<file path="src/core/servo_pkg.sv">
package servo_pkg;

    // ------------------------------------------------------------
    // Command words: three ASCII letters, first letter in the MSB
    // ------------------------------------------------------------
    localparam logic [23:0] SET_WORD = 24'h534554;
    localparam logic [23:0] GET_WORD = 24'h474554;
    localparam logic [23:0] SERVO_ON_CMD = 24'h454e41;
    localparam logic [23:0] SERVO_OFF_CMD = 24'h444953;
    localparam logic [23:0] STORE_CONFIG_CMD = 24'h534156;
    localparam logic [23:0] SERVO_STATE_QUERY = 24'h475353;
    localparam logic [23:0] BOARD_STATE_QUERY = 24'h535953;
    localparam logic [23:0] CURVE_ID_QUERY = 24'h544349;
    localparam logic [23:0] HEATER_CURRENT_QUERY = 24'h484355;
    localparam logic [23:0] SETPOINT_CMD = 24'h544152;
    localparam logic [23:0] TRIGGER_PARAM = 24'h545247;
    localparam logic [23:0] CUTOFF_TEMP_PARAM = 24'h4c494d;
    localparam logic [23:0] PROPORTIONAL_PARAM = 24'h50524f;
    localparam logic [23:0] INTEGRAL_PARAM = 24'h494e54;
    localparam logic [23:0] WINDOW_PARAM = 24'h495749;
    localparam logic [23:0] RAMP_RATE_PARAM = 24'h534c4f;
    localparam logic [23:0] SENSOR_SELECT_CMD = 24'h53454e;
    localparam logic [23:0] HEATER_RANGE_PARAM = 24'h484c50;
    localparam logic [23:0] FILTER_PARAM = 24'h46494c;
    localparam logic [23:0] CURVE_MAP_PARAM = 24'h4d4150;
    localparam logic [31:0] DONE_REPLY = 32'h00444f4e;
    localparam logic [31:0] ERROR_REPLY = 32'h00455252;

    // ------------------------------------------------------------
    // Configuration word layout (one servo block per servo)
    // ------------------------------------------------------------
    localparam logic [4:0] F_TARGET = 5'h00;
    localparam logic [4:0] F_TRIGGER = 5'h01;
    localparam logic [4:0] F_CUTOFF = 5'h02;
    localparam logic [4:0] F_PROP = 5'h03;
    localparam logic [4:0] F_INTEG = 5'h04;
    localparam logic [4:0] F_WINDOW = 5'h05;
    localparam logic [4:0] F_RAMP = 5'h06;
    localparam logic [4:0] F_SENSOR = 5'h07;
    localparam logic [4:0] F_RANGE = 5'h08;
    localparam logic [4:0] SERVO_WORDS = 5'h09;
    localparam logic [4:0] FILTER_BASE = 5'h12;
    localparam logic [4:0] CURVE_BASE = 5'h16;
    localparam logic [4:0] LED_IDX = 5'h1a;
    localparam logic [4:0] PAGE_IDX = 5'h1b;
    localparam int CFG_WORDS = 28;

    // ------------------------------------------------------------
    // Factory values and argument limits
    // ------------------------------------------------------------
    localparam logic [31:0] FACT_TARGET_MK = 32'h00027100;  // 160 K
    localparam logic [31:0] FACT_TRIGGER_MK = 32'h00029810; // 170 K
    localparam logic [31:0] FACT_CUTOFF_MK = 32'h0004a768;  // 305 K
    localparam logic [31:0] FACT_PROP = 32'h000000c8;       // 200
    localparam logic [31:0] FACT_INTEG = 32'h00000050;      // 80
    localparam logic [31:0] FACT_WINDOW_MK = 32'h00002710;  // 10 K
    localparam logic [31:0] FACT_RAMP = 32'h00001194;       // 4.5 K/min
    localparam logic [31:0] FACT_RANGE = 32'h00000000;      // high power
    localparam logic [31:0] FACT_FILTER = 32'h00000003;     // 0.1 Hz code
    localparam logic [31:0] FACT_CURVE = 32'h00000000;
    localparam logic [31:0] FACT_LED = 32'h00000001;
    localparam logic [31:0] FACT_PAGE = 32'h00000001;
    localparam logic [31:0] INTEG_MAX = 32'h000003e8;
    localparam logic [31:0] FILTER_MAX = 32'h00000003;
    localparam logic [31:0] CURVE_MAX = 32'h0000000f;
    localparam logic [31:0] ON_TARGET_MK = 32'h000003e8;    // 1 K
    localparam logic [15:0] CURVE_ID_PREFIX = 16'h4356;     // arbitrary

    // ------------------------------------------------------------
    // Servo and board status bit positions
    // ------------------------------------------------------------
    localparam int SS_ENABLE = 0;
    localparam int SS_SENSOR = 1;
    localparam int SS_LIMIT = 2;
    localparam int SS_ALARM = 3;
    localparam int SS_OPEN = 5;
    localparam int SS_ON_TARGET = 6;
    localparam int SS_INTEG = 7;
    localparam int SS_CURRENT = 8;
    localparam int SS_HOT = 9;
    localparam int SS_RANGE = 10;
    localparam int BS_LED = 4;
    localparam int BS_SUPPLY_HIGH = 7;

    // ------------------------------------------------------------
    // Host command registers on APB
    // ------------------------------------------------------------
    localparam logic [7:0] REG_CMD = 8'h00;
    localparam logic [7:0] REG_SUB = 8'h04;
    localparam logic [7:0] REG_ARG1 = 8'h08;
    localparam logic [7:0] REG_ARG2 = 8'h0c;
    localparam logic [7:0] REG_CTRL = 8'h10;
    localparam logic [7:0] REG_STATUS = 8'h14;
    localparam logic [7:0] REG_REPLY = 8'h18;

    function automatic logic [31:0] factory_word(input int idx);
        logic [31:0] w;
        w = 32'h0;
        if (idx < 18) begin
            case (idx % 9)
                0: w = FACT_TARGET_MK;
                1: w = FACT_TRIGGER_MK;
                2: w = FACT_CUTOFF_MK;
                3: w = FACT_PROP;
                4: w = FACT_INTEG;
                5: w = FACT_WINDOW_MK;
                6: w = FACT_RAMP;
                7: w = (idx < 9) ? 32'h1 : 32'h2;
                default: w = FACT_RANGE;
            endcase
        end else if (idx < 22) begin
            w = FACT_FILTER;
        end else if (idx < 26) begin
            w = FACT_CURVE;
        end else if (idx == 26) begin
            w = FACT_LED;
        end else begin
            w = FACT_PAGE;
        end
        return w;
    endfunction

endpackage

</file>
<file path="src/core/servo_link_if.sv">
// Four-phase command link: req held until reply, then dropped
interface servo_link_if (
    input wire logic clk_in
);
    logic req;
    logic [23:0] cmd;
    logic [23:0] sub;
    logic [31:0] arg1;
    logic [31:0] arg2;
    logic rsp_valid;
    logic [31:0] rsp_data;

    modport device_mp (
        input req, cmd, sub, arg1, arg2,
        output rsp_valid, rsp_data
    );
    modport host_mp (
        output req, cmd, sub, arg1, arg2,
        input rsp_valid, rsp_data
    );
endinterface

</file>
<file path="src/core/servo_device.sv">
// Notes on behaviour
// - Servos come up disabled after reset
// - Reset restores configuration from non-volatile copy
// - Store command saves whole configuration
// - Enable command starts closed-loop heater drive; heater output here is enable gated by cutoff and open sensor only
// - Sensor select accepts only channel 1 or 2
// - Curve map per channel; curve id query
// - Setpoint command stores regulation target
// - Heater cut above cutoff temperature
// - Servo word: enable, sensor, alarm, on-target
// - Open sensor sets bit 5, disables servo
// - Sticky limit, current, driver faults until enable
// - Servo word: integrator bit 7, range bit 10
// - Board word bits 0 to 4
// - Board word pressure alarm and gauge type
// - Supply-high bit 7 sticky until enable
// - Board bits 8, 9 mirror drain outputs
// - Board bits 10 to 13 attachment flags
// - Commands are 24-bit ASCII words
// - Set commands reply done or error word
// - Factory targets, alarm, cutoff, window, range
// - Factory coefficients, ramp, sensor channels
// - Factory indicators, page, filter settings
// - Trigger drives alarm output, heater unaffected
//
// Our own choices: the APB register port and the placing of the registers.
module servo_device (
    input wire logic clk_in,
    input wire logic nrst_in,
    servo_link_if.device_mp link,
    input wire logic [1:0][31:0] temp_mk_in,
    input wire logic [1:0][31:0] heater_ma_in,
    input wire logic [1:0] sensor_open_in,
    input wire logic [1:0] heater_current_fault_in,
    input wire logic [1:0] driver_hot_in,
    input wire logic [1:0] integrator_active_in,
    input wire logic backplane_link_in,
    input wire logic aux_supply_in,
    input wire logic curve_mem_in,
    input wire logic watchdog_fault_in,
    input wire logic pressure_alarm_in,
    input wire logic gauge_type_in,
    input wire logic supply_high_in,
    input wire logic drain_out_first_in,
    input wire logic drain_out_second_in,
    input wire logic display_attached_in,
    input wire logic current_sense_first_in,
    input wire logic current_sense_second_in,
    input wire logic host_attached_in,
    output logic [1:0] heater_on_out,
    output logic [1:0] alarm_out,
    output logic [1:0] heater_low_range_out
);
    import servo_pkg::*;

    typedef enum logic [1:0] {RESTORE, IDLE, HOLD} dev_state_t;

    dev_state_t state;
    logic [31:0] cfg [CFG_WORDS];
    logic [31:0] nvm [CFG_WORDS];
    logic [20:0] sync1;
    logic [20:0] sync2;
    logic [1:0] enabled;
    logic [1:0] limit_st;
    logic [1:0] current_st;
    logic [1:0] hot_st;
    logic supply_high_st;
    logic [1:0][10:0] servo_word;
    logic [13:0] board_word;
    logic [1:0] above_cut;
    logic [1:0] above_trig;

    // ------------------------------------------------------------
    // Input synchronisers
    // ------------------------------------------------------------
    wire [20:0] raw_flags = {host_attached_in, current_sense_second_in,
        current_sense_first_in, display_attached_in, drain_out_second_in,
        drain_out_first_in, supply_high_in, gauge_type_in,
        pressure_alarm_in, watchdog_fault_in, curve_mem_in, aux_supply_in,
        backplane_link_in, integrator_active_in, driver_hot_in,
        heater_current_fault_in, sensor_open_in};
    wire [1:0] open_s = sync2[1:0];
    wire [1:0] curr_s = sync2[3:2];
    wire [1:0] hot_s = sync2[5:4];
    wire [1:0] integ_s = sync2[7:6];
    wire [12:0] board_s = sync2[20:8];

    // Two stages per flag; stage one feeds stage two only
    genvar g;
    generate
        for (g = 0; g < 21; g++) begin : g_sync
            always_ff @(posedge clk_in) begin
                sync1[g] <= raw_flags[g];
                sync2[g] <= sync1[g];
            end
        end
    endgenerate

    // ------------------------------------------------------------
    // Command decode
    // ------------------------------------------------------------
    wire take = (state == IDLE) && link.req;
    wire [31:0] a1 = link.arg1;
    wire [31:0] a2 = link.arg2;
    wire srv_ok = (a1 == 32'h1) || (a1 == 32'h2);
    wire chan_ok = (a1 >= 32'h1) && (a1 <= 32'h4);
    wire sidx = (a1 == 32'h2);
    wire [4:0] chan_off = {3'h0, 2'(a1[1:0] - 2'h1)};
    wire [4:0] srv_base = sidx ? SERVO_WORDS : 5'h00;

    logic fld_ok;
    logic is_chan;
    logic val_ok;
    logic [4:0] fld_off;

    // Parameter name to word offset and argument range
    always_comb begin
        fld_ok = 1'b1;
        is_chan = 1'b0;
        val_ok = 1'b1;
        fld_off = F_TARGET;
        case (link.sub)
            SETPOINT_CMD: fld_off = F_TARGET;
            TRIGGER_PARAM: fld_off = F_TRIGGER;
            CUTOFF_TEMP_PARAM: fld_off = F_CUTOFF;
            PROPORTIONAL_PARAM: fld_off = F_PROP;
            INTEGRAL_PARAM: begin
                fld_off = F_INTEG;
                val_ok = a2 <= INTEG_MAX;
            end
            WINDOW_PARAM: fld_off = F_WINDOW;
            RAMP_RATE_PARAM: fld_off = F_RAMP;
            SENSOR_SELECT_CMD: begin
                fld_off = F_SENSOR;
                val_ok = (a2 == 32'h1) || (a2 == 32'h2);
            end
            HEATER_RANGE_PARAM: begin
                fld_off = F_RANGE;
                val_ok = a2 <= 32'h1;
            end
            FILTER_PARAM: begin
                is_chan = 1'b1;
                fld_off = FILTER_BASE;
                val_ok = a2 <= FILTER_MAX;
            end
            CURVE_MAP_PARAM: begin
                is_chan = 1'b1;
                fld_off = CURVE_BASE;
                val_ok = a2 <= CURVE_MAX;
            end
            default: fld_ok = 1'b0;
        endcase
    end

    wire arg_ok = is_chan ? chan_ok : srv_ok;
    wire [4:0] cfg_addr = is_chan ? 5'(fld_off + chan_off)
                                  : 5'(srv_base + fld_off);
    wire set_ok = fld_ok && arg_ok && val_ok;

    logic [31:0] next_reply;
    logic do_write;
    logic do_save;
    logic do_on;
    logic do_off;

    // Reply and side effects; anything unknown leaves config alone
    always_comb begin
        next_reply = ERROR_REPLY;
        do_write = 1'b0;
        do_save = 1'b0;
        do_on = 1'b0;
        do_off = 1'b0;
        case (link.cmd)
            SET_WORD: begin
                if (set_ok) begin
                    do_write = 1'b1;
                    next_reply = DONE_REPLY;
                end
            end
            GET_WORD: begin
                if (fld_ok && arg_ok) next_reply = cfg[cfg_addr];
            end
            SERVO_ON_CMD: begin
                do_on = srv_ok;
                if (srv_ok) next_reply = DONE_REPLY;
            end
            SERVO_OFF_CMD: begin
                do_off = srv_ok;
                if (srv_ok) next_reply = DONE_REPLY;
            end
            STORE_CONFIG_CMD: begin
                do_save = 1'b1;
                next_reply = DONE_REPLY;
            end
            SERVO_STATE_QUERY: begin
                if (srv_ok) next_reply = {21'h0, servo_word[sidx]};
            end
            BOARD_STATE_QUERY: next_reply = {18'h0, board_word};
            CURVE_ID_QUERY: begin
                if (a1 <= CURVE_MAX) begin
                    next_reply = {8'h00, CURVE_ID_PREFIX,
                                  8'(8'h30 + a1[7:0])};
                end
            end
            HEATER_CURRENT_QUERY: begin
                if (srv_ok) next_reply = heater_ma_in[sidx];
            end
            default: next_reply = ERROR_REPLY;
        endcase
    end

    // ------------------------------------------------------------
    // Link handshake and configuration store
    // ------------------------------------------------------------
    // Wait for req to fall so a held request is not taken twice
    always_ff @(posedge clk_in) begin
        if (!nrst_in) begin
            state <= RESTORE;
            link.rsp_valid <= 1'b0;
            link.rsp_data <= 32'h0;
        end else begin
            link.rsp_valid <= 1'b0;
            case (state)
                RESTORE: state <= IDLE;
                IDLE: begin
                    if (take) begin
                        state <= HOLD;
                        link.rsp_valid <= 1'b1;
                        link.rsp_data <= next_reply;
                    end
                end
                HOLD: if (!link.req) state <= IDLE;
                default: state <= RESTORE;
            endcase
        end
    end

    // Non-volatile copy starts at factory values, survives reset
    initial begin
        for (int i = 0; i < CFG_WORDS; i++)
            nvm[i] = factory_word(i);
    end

    always @(posedge clk_in) begin
        if (take && do_save) begin
            for (int i = 0; i < CFG_WORDS; i++) nvm[i] <= cfg[i];
        end
    end

    // Live copy reloads in the first cycle after reset
    always_ff @(posedge clk_in) begin
        if (state == RESTORE) begin
            for (int i = 0; i < CFG_WORDS; i++) cfg[i] <= nvm[i];
        end else if (take && do_write) begin
            cfg[cfg_addr] <= a2;
        end
    end

    // ------------------------------------------------------------
    // Per-servo supervision
    // ------------------------------------------------------------
    generate
        for (g = 0; g < 2; g++) begin : g_servo
            localparam logic [4:0] BASE = (g == 0) ? 5'h00 : SERVO_WORDS;
            wire sel2 = cfg[BASE + F_SENSOR] == 32'h2;
            wire [31:0] t = temp_mk_in[sel2];
            wire [31:0] tgt = cfg[BASE + F_TARGET];
            wire [31:0] err = (t > tgt) ? t - tgt : tgt - t;
            wire hit = take && (sidx == g);
            wire clr = hit && do_on;
            assign above_cut[g] = t > cfg[BASE + F_CUTOFF];
            assign above_trig[g] = t > cfg[BASE + F_TRIGGER];
            assign servo_word[g] = {cfg[BASE + F_RANGE][0], hot_st[g],
                current_st[g], integ_s[g], err < ON_TARGET_MK,
                open_s[g], 1'b0, above_trig[g], limit_st[g], sel2,
                enabled[g]};

            // Faults set even in the cycle of a re-enable
            always_ff @(posedge clk_in) begin
                if (!nrst_in) begin
                    enabled[g] <= 1'b0;
                    limit_st[g] <= 1'b0;
                    current_st[g] <= 1'b0;
                    hot_st[g] <= 1'b0;
                    heater_on_out[g] <= 1'b0;
                    alarm_out[g] <= 1'b0;
                    heater_low_range_out[g] <= 1'b0;
                end else begin
                    if (open_s[g]) enabled[g] <= 1'b0;
                    else if (clr) enabled[g] <= 1'b1;
                    else if (hit && do_off) enabled[g] <= 1'b0;
                    limit_st[g] <= above_cut[g] | (limit_st[g] & ~clr);
                    current_st[g] <= curr_s[g] | (current_st[g] & ~clr);
                    hot_st[g] <= hot_s[g] | (hot_st[g] & ~clr);
                    heater_on_out[g] <= enabled[g] & ~above_cut[g]
                                        & ~open_s[g];
                    alarm_out[g] <= above_trig[g];
                    heater_low_range_out[g] <= cfg[BASE + F_RANGE][0];
                end
            end
        end
    endgenerate

    // ------------------------------------------------------------
    // Board status
    // ------------------------------------------------------------
    wire any_on = take && do_on && srv_ok;

    // Over-voltage latches until any servo is re-enabled
    always_ff @(posedge clk_in) begin
        if (!nrst_in) supply_high_st <= 1'b0;
        else supply_high_st <= board_s[6] | (supply_high_st & ~any_on);
    end

    assign board_word = {board_s[12:7], supply_high_st, board_s[5:4],
                         cfg[LED_IDX][0], board_s[3:0]};

endmodule // servo_device

</file>
<file path="src/flat_wrapper.sv">
// flat-port wrapper written by rule: the top's interface ports become plain ports
module servo_device_flat import servo_pkg::*;
  (clk_in, nrst_in, temp_mk_in, heater_ma_in, sensor_open_in, heater_current_fault_in, driver_hot_in, integrator_active_in, backplane_link_in, aux_supply_in, curve_mem_in, watchdog_fault_in, pressure_alarm_in, gauge_type_in, supply_high_in, drain_out_first_in, drain_out_second_in, display_attached_in, current_sense_first_in, current_sense_second_in, host_attached_in, heater_on_out, alarm_out, heater_low_range_out, link_req, link_cmd, link_sub, link_arg1, link_arg2, link_rsp_valid, link_rsp_data);
  servo_link_if link_i (.clk_in(clk_in));
  input wire logic clk_in;
  input wire logic nrst_in;
  input wire logic [1:0][31:0] temp_mk_in;
  input wire logic [1:0][31:0] heater_ma_in;
  input wire logic [1:0] sensor_open_in;
  input wire logic [1:0] heater_current_fault_in;
  input wire logic [1:0] driver_hot_in;
  input wire logic [1:0] integrator_active_in;
  input wire logic backplane_link_in;
  input wire logic aux_supply_in;
  input wire logic curve_mem_in;
  input wire logic watchdog_fault_in;
  input wire logic pressure_alarm_in;
  input wire logic gauge_type_in;
  input wire logic supply_high_in;
  input wire logic drain_out_first_in;
  input wire logic drain_out_second_in;
  input wire logic display_attached_in;
  input wire logic current_sense_first_in;
  input wire logic current_sense_second_in;
  input wire logic host_attached_in;
  output logic [1:0] heater_on_out;
  output logic [1:0] alarm_out;
  output logic [1:0] heater_low_range_out;
  input wire logic [$bits(link_i.req)-1:0] link_req;
  input wire logic [$bits(link_i.cmd)-1:0] link_cmd;
  input wire logic [$bits(link_i.sub)-1:0] link_sub;
  input wire logic [$bits(link_i.arg1)-1:0] link_arg1;
  input wire logic [$bits(link_i.arg2)-1:0] link_arg2;
  output wire logic [$bits(link_i.rsp_valid)-1:0] link_rsp_valid;
  output wire logic [$bits(link_i.rsp_data)-1:0] link_rsp_data;
  assign link_i.req = link_req;
  assign link_i.cmd = link_cmd;
  assign link_i.sub = link_sub;
  assign link_i.arg1 = link_arg1;
  assign link_i.arg2 = link_arg2;
  assign link_rsp_valid = link_i.rsp_valid;
  assign link_rsp_data = link_i.rsp_data;
  servo_device u_core (.clk_in(clk_in), .nrst_in(nrst_in), .link(link_i), .temp_mk_in(temp_mk_in), .heater_ma_in(heater_ma_in), .sensor_open_in(sensor_open_in), .heater_current_fault_in(heater_current_fault_in), .driver_hot_in(driver_hot_in), .integrator_active_in(integrator_active_in), .backplane_link_in(backplane_link_in), .aux_supply_in(aux_supply_in), .curve_mem_in(curve_mem_in), .watchdog_fault_in(watchdog_fault_in), .pressure_alarm_in(pressure_alarm_in), .gauge_type_in(gauge_type_in), .supply_high_in(supply_high_in), .drain_out_first_in(drain_out_first_in), .drain_out_second_in(drain_out_second_in), .display_attached_in(display_attached_in), .current_sense_first_in(current_sense_first_in), .current_sense_second_in(current_sense_second_in), .host_attached_in(host_attached_in), .heater_on_out(heater_on_out), .alarm_out(alarm_out), .heater_low_range_out(heater_low_range_out));
endmodule
</file>
<file path="config.mk">
export PLATFORM = sky130hd
export DESIGN_NAME = servo_device_flat
export DESIGN_NICKNAME = d
export VERILOG_FILES = /design/src/core/servo_pkg.sv /design/src/core/servo_link_if.sv /design/src/core/servo_device.sv /design/src/flat_wrapper.sv
export SDC_FILE = /design/constraint.sdc
export NUM_CORES = 2
export LEC_CHECK = 0
export BUFFER_PORTS_ARGS = -buffer_cell sky130_fd_sc_hd__buf_2
export CAP_MARGIN = 20
export CORE_MARGIN = 10
export CORE_UTILIZATION = 67
export DETAILED_ROUTE_END_ITERATION = 6
export PLACE_DENSITY = 0.85
export RECOVER_POWER = 50
export SLEW_MARGIN = 20
export SYNTH_ARGS = -nofsm -noshare
export SYNTH_HDL_FRONTEND = slang
export SYNTH_SLANG_ARGS = --single-unit
</file>
<file path="constraint.sdc">
create_clock -name clk_in -period 63.5 [get_ports clk_in]
set_input_delay 3.175 -clock clk_in [delete_from_list [all_inputs] [get_ports clk_in]]
set_output_delay 3.175 -clock clk_in [all_outputs]
set_load 0.02 [all_outputs]
</file>
==> results.yml <==
outcome:
  status: "finished, violations left"
  violations: "DRC, capacitance limit, slew limit"
finish:
  syn_to_final_growth_pct: 9.71
  fin_area_mm2: 0.103
  drive_gt1_share_pct: 25.4
  nNetsFinal: 6855
clocking:
  insertion_delay_ns: 0.84
  cts_max_path_buffers: 3
  htree_levels: 4
  path_clk_slew_ns: 0.06
  tritoncts: "built"
  clockRootBuffer: "clkbuf_16"
  clock-sinks: 2012
  post_cts_resized: 0
  cts_buffers: 183
  cts_hold_buf: 0
  post_cts_buffers: 0
worst_hold_path:
  hold_end: "u_core.hot_s[0]"
  hp-start: "u_core.sync1[4]"
  worstHoldPathCells: 0
  hp-class: "reg2reg"
worst_setup_path:
  cp-startpoint: "link_cmd[13]"
  crit_arrival_ns: 22.94
  end_kind: "register"
  rrSetupSlack_ns: 43.81
  start_kind: "input pin"
  required_ns: 63.58
  r2r-start: "u_core.state[0]"
  r2r-end: "u_core.nvm[0][78]"
  crit_path_max_fanout: 190
  r2r_cells: 7
  worstSetupPathType: "in2reg"
synthesis:
  synth.avg_cell_area_um2: 15.5
  ys_types: 102
  yosysWarningCount: 0
  synth_ff_type: "edfxtp_1"
  synth_top_area_share_pct: 61.2
  syn-num-nets: 6602
  synthArstFlopShare_pct: 0
  synth-edff-count: 1920
  synth_commonest_cells: "edfxtp_1 (1920), mux2_2 (583), nand2_1 (312)"
  synth_area_leader_cell: "edfxtp_1"
  netlist_instances: 6075
  synth_area_mm2: 0.0942
  seq_area_frac_synth_pct: 63.2
  synthMostInstantiatedCell: "edfxtp_1"
  synth_seq_cells: 2012
  yosys-top-cells-area: "edfxtp_1 (61%), mux2_2 (7.0%), mux4_2 (6.1%)"
detailed_routing:
  via_count: 61200
  drt_pre_antenna_iters: 7
  vias_per_cell: 7.32
  drcViolationCount: 6
  drt-total-wl_mm: 308
  drtAntennaViolNets: 0
  drt_iter0_drc: 10200
  wl_per_cell_um: 36.8
global_routing:
  grt_pass1_wl_mm: 437
  antenna_found_initial: 26
  grtUsageTotal_pct: 38.5
  grt_remaining_overflow: 0
  grt_max_degree: 191
  grt_pass1_vias: 60100
placement:
  place_congestion: 1.03
  dpl_cell_area_mm2: 0.0977
  dpl.hpwl_mm: 197
  portBuffers: 302
timing:
  slew_violations: 2207
  fin_crit_sh_pct: 36.0
  fin_setup_tns_ns: 0
  period_needed_ns: 22.86
  rsz0062_at_grt: "false"
  timing.fmax_mhz: 43.8
  skew_ns: 0.0403
  max_slew_margin_pct: -628
  setup_viol: 0
  hold_violations: 0
  tightest_slew_ns: 10.92
floorplanning:
  dieArea_mm2: 0.156
  initial_utilization_pct: 67.5
  core.rowCount: 137
  num_io_pins: 303
  die_w_um: 395
  core-area_mm2: 0.140
  die_h_um: 395
run:
  maxCapViolCount: 52
power_and_ir_drop:
  power_density_mw_per_mm2: 28.1
  vdd_drop_max_mv: 0.0345
  leakagePower_nw: 36.2
## cell families after synthesis
family | after synthesis | share of synthesized area [%]
buffers and inverters | 655 | 3.01
DFF | 2012 | 63.2
AOI/OAI and AO/OA | 812 | 5.33
and+or+nand+nor | 1007 | 5.64
adders and majority gates | 264 | 3.51
muxes | 1246 | 18.6
xor gates and xnor gates | 79 | 0.735
## flip-flops by register name (all words and copies together) (netlist names), 13 cells and up
| signal | cells |
|---|---|
| u_core.cfg | 1024 |
| u_core.sync1 | 21 |
| u_core.link.rsp_data | 32 |
| u_core.nvm | 896 |
| u_core.board_s | 13 |
## where the power goes
group | internal, mW | switching, mW
clock network | 0.658 | 0.507
registers | 1.50 | 0.0334
logic | 0.0632 | 0.149
total | 2.22 | 0.690
## final cells by class
type	instances	area (µm²)
Clock inverter	98	1240
Tap cell	1876	2350
Multi-Input combinational cell	3408	31800
Fill cell	8001	36200
Antenna cell	8	20.0
Clock buffer	236	4910
Inverter	285	1070
Sequential cell	2012	59500
Timing Repair Buffer	438	2380
## layer usage
metal / share of wire [%] / GRT usage (%) / vias to the layer above
met5: 0.039 / 0.154 / -
met4: 6.7 / 20.2 / 16
met3: 15 / 14.0 / 1182
met2: 45 / 58.1 / 5751
met1: 34 / 49.1 / 30200
li1: - / - / 24000
## cell usage in the layout (no fill, tap or decap), types with 35 or more instances in the layout
| master | netlist | routed |
|---|---|---|
| edfxtp_1 | 1920 | 1920 |
| mux2_2 | 583 | 583 |
| nand2_1 | 312 | 313 |
| mux2_1 | 215 | 292 |
| inv_1 | 283 | 284 |
| a21oi_1 | 262 | 262 |
| ha_1 | 262 | 261 |
| mux4_2 | 256 | 256 |
| buf_2 | 46 | 252 |
| clkbuf_16 | 0 | 187 |
| o21ai_0 | 193 | 186 |
| nor2_1 | 167 | 163 |
| clkbuf_1 | 239 | 139 |
| dfxtp_1 | 92 | 92 |
| mux2_4 | 164 | 87 |
| buf_4 | 24 | 84 |
| nand3_1 | 82 | 82 |
| nor3_1 | 78 | 74 |
| nand4_1 | 73 | 73 |
| a21o_1 | 61 | 61 |
| a31oi_1 | 49 | 49 |
| nor4_1 | 49 | 45 |
| xnor2_1 | 45 | 42 |
| nor2b_1 | 35 | 35 |
## stage by stage
step | power [mW] | hold slack (ns) | std cells | setup slack, ns | utilization, %
2_1_floorplan | 1.65 | 0.310 | 6075 | 19.36 | -
3_5_place_dp | 1.76 | 0.312 | 8016 | 53.32 | 70.0
4_1_cts | 2.89 | 0.325 | 8350 | 54.17 | 74.4
6_report | 2.91 | 0.324 | 8361 | 40.64 | 74.0
3_3_place_gp | 1.75 | 0.312 | 8013 | 53.17 | 70.0
5_1_grt | 2.96 | 0.327 | 8353 | 39.67 | 74.0
## worst max-delay path by stage
stage | end | slack, ns | cells after the start
after detailed placement | u_core.cfg[18][13] | 53.32 | 13
after floorplan | u_core.nvm[0][0] | 19.36 | 7
after global routing | u_core.nvm[0][0] | 39.67 | 11
after CTS | u_core.cfg[18][4] | 54.17 | 13
after global placement | u_core.cfg[11][2] | 53.17 | 14
final | u_core.nvm[0][78] | 40.64 | 11
## worst max-delay path, stage by stage
cell and delay (ns):
buf_2 0.09, nor3b_1 0.25, nor2b_1 0.33, nand4_1 0.25, or4_1 0.57, or3_1 0.42
or2_0 0.33, nor2_4 0.13, clkbuf_1 6.85, clkbuf_1 2.40, clkbuf_1 7.74
Note: power is estimated with default switching activity, not from simulation.
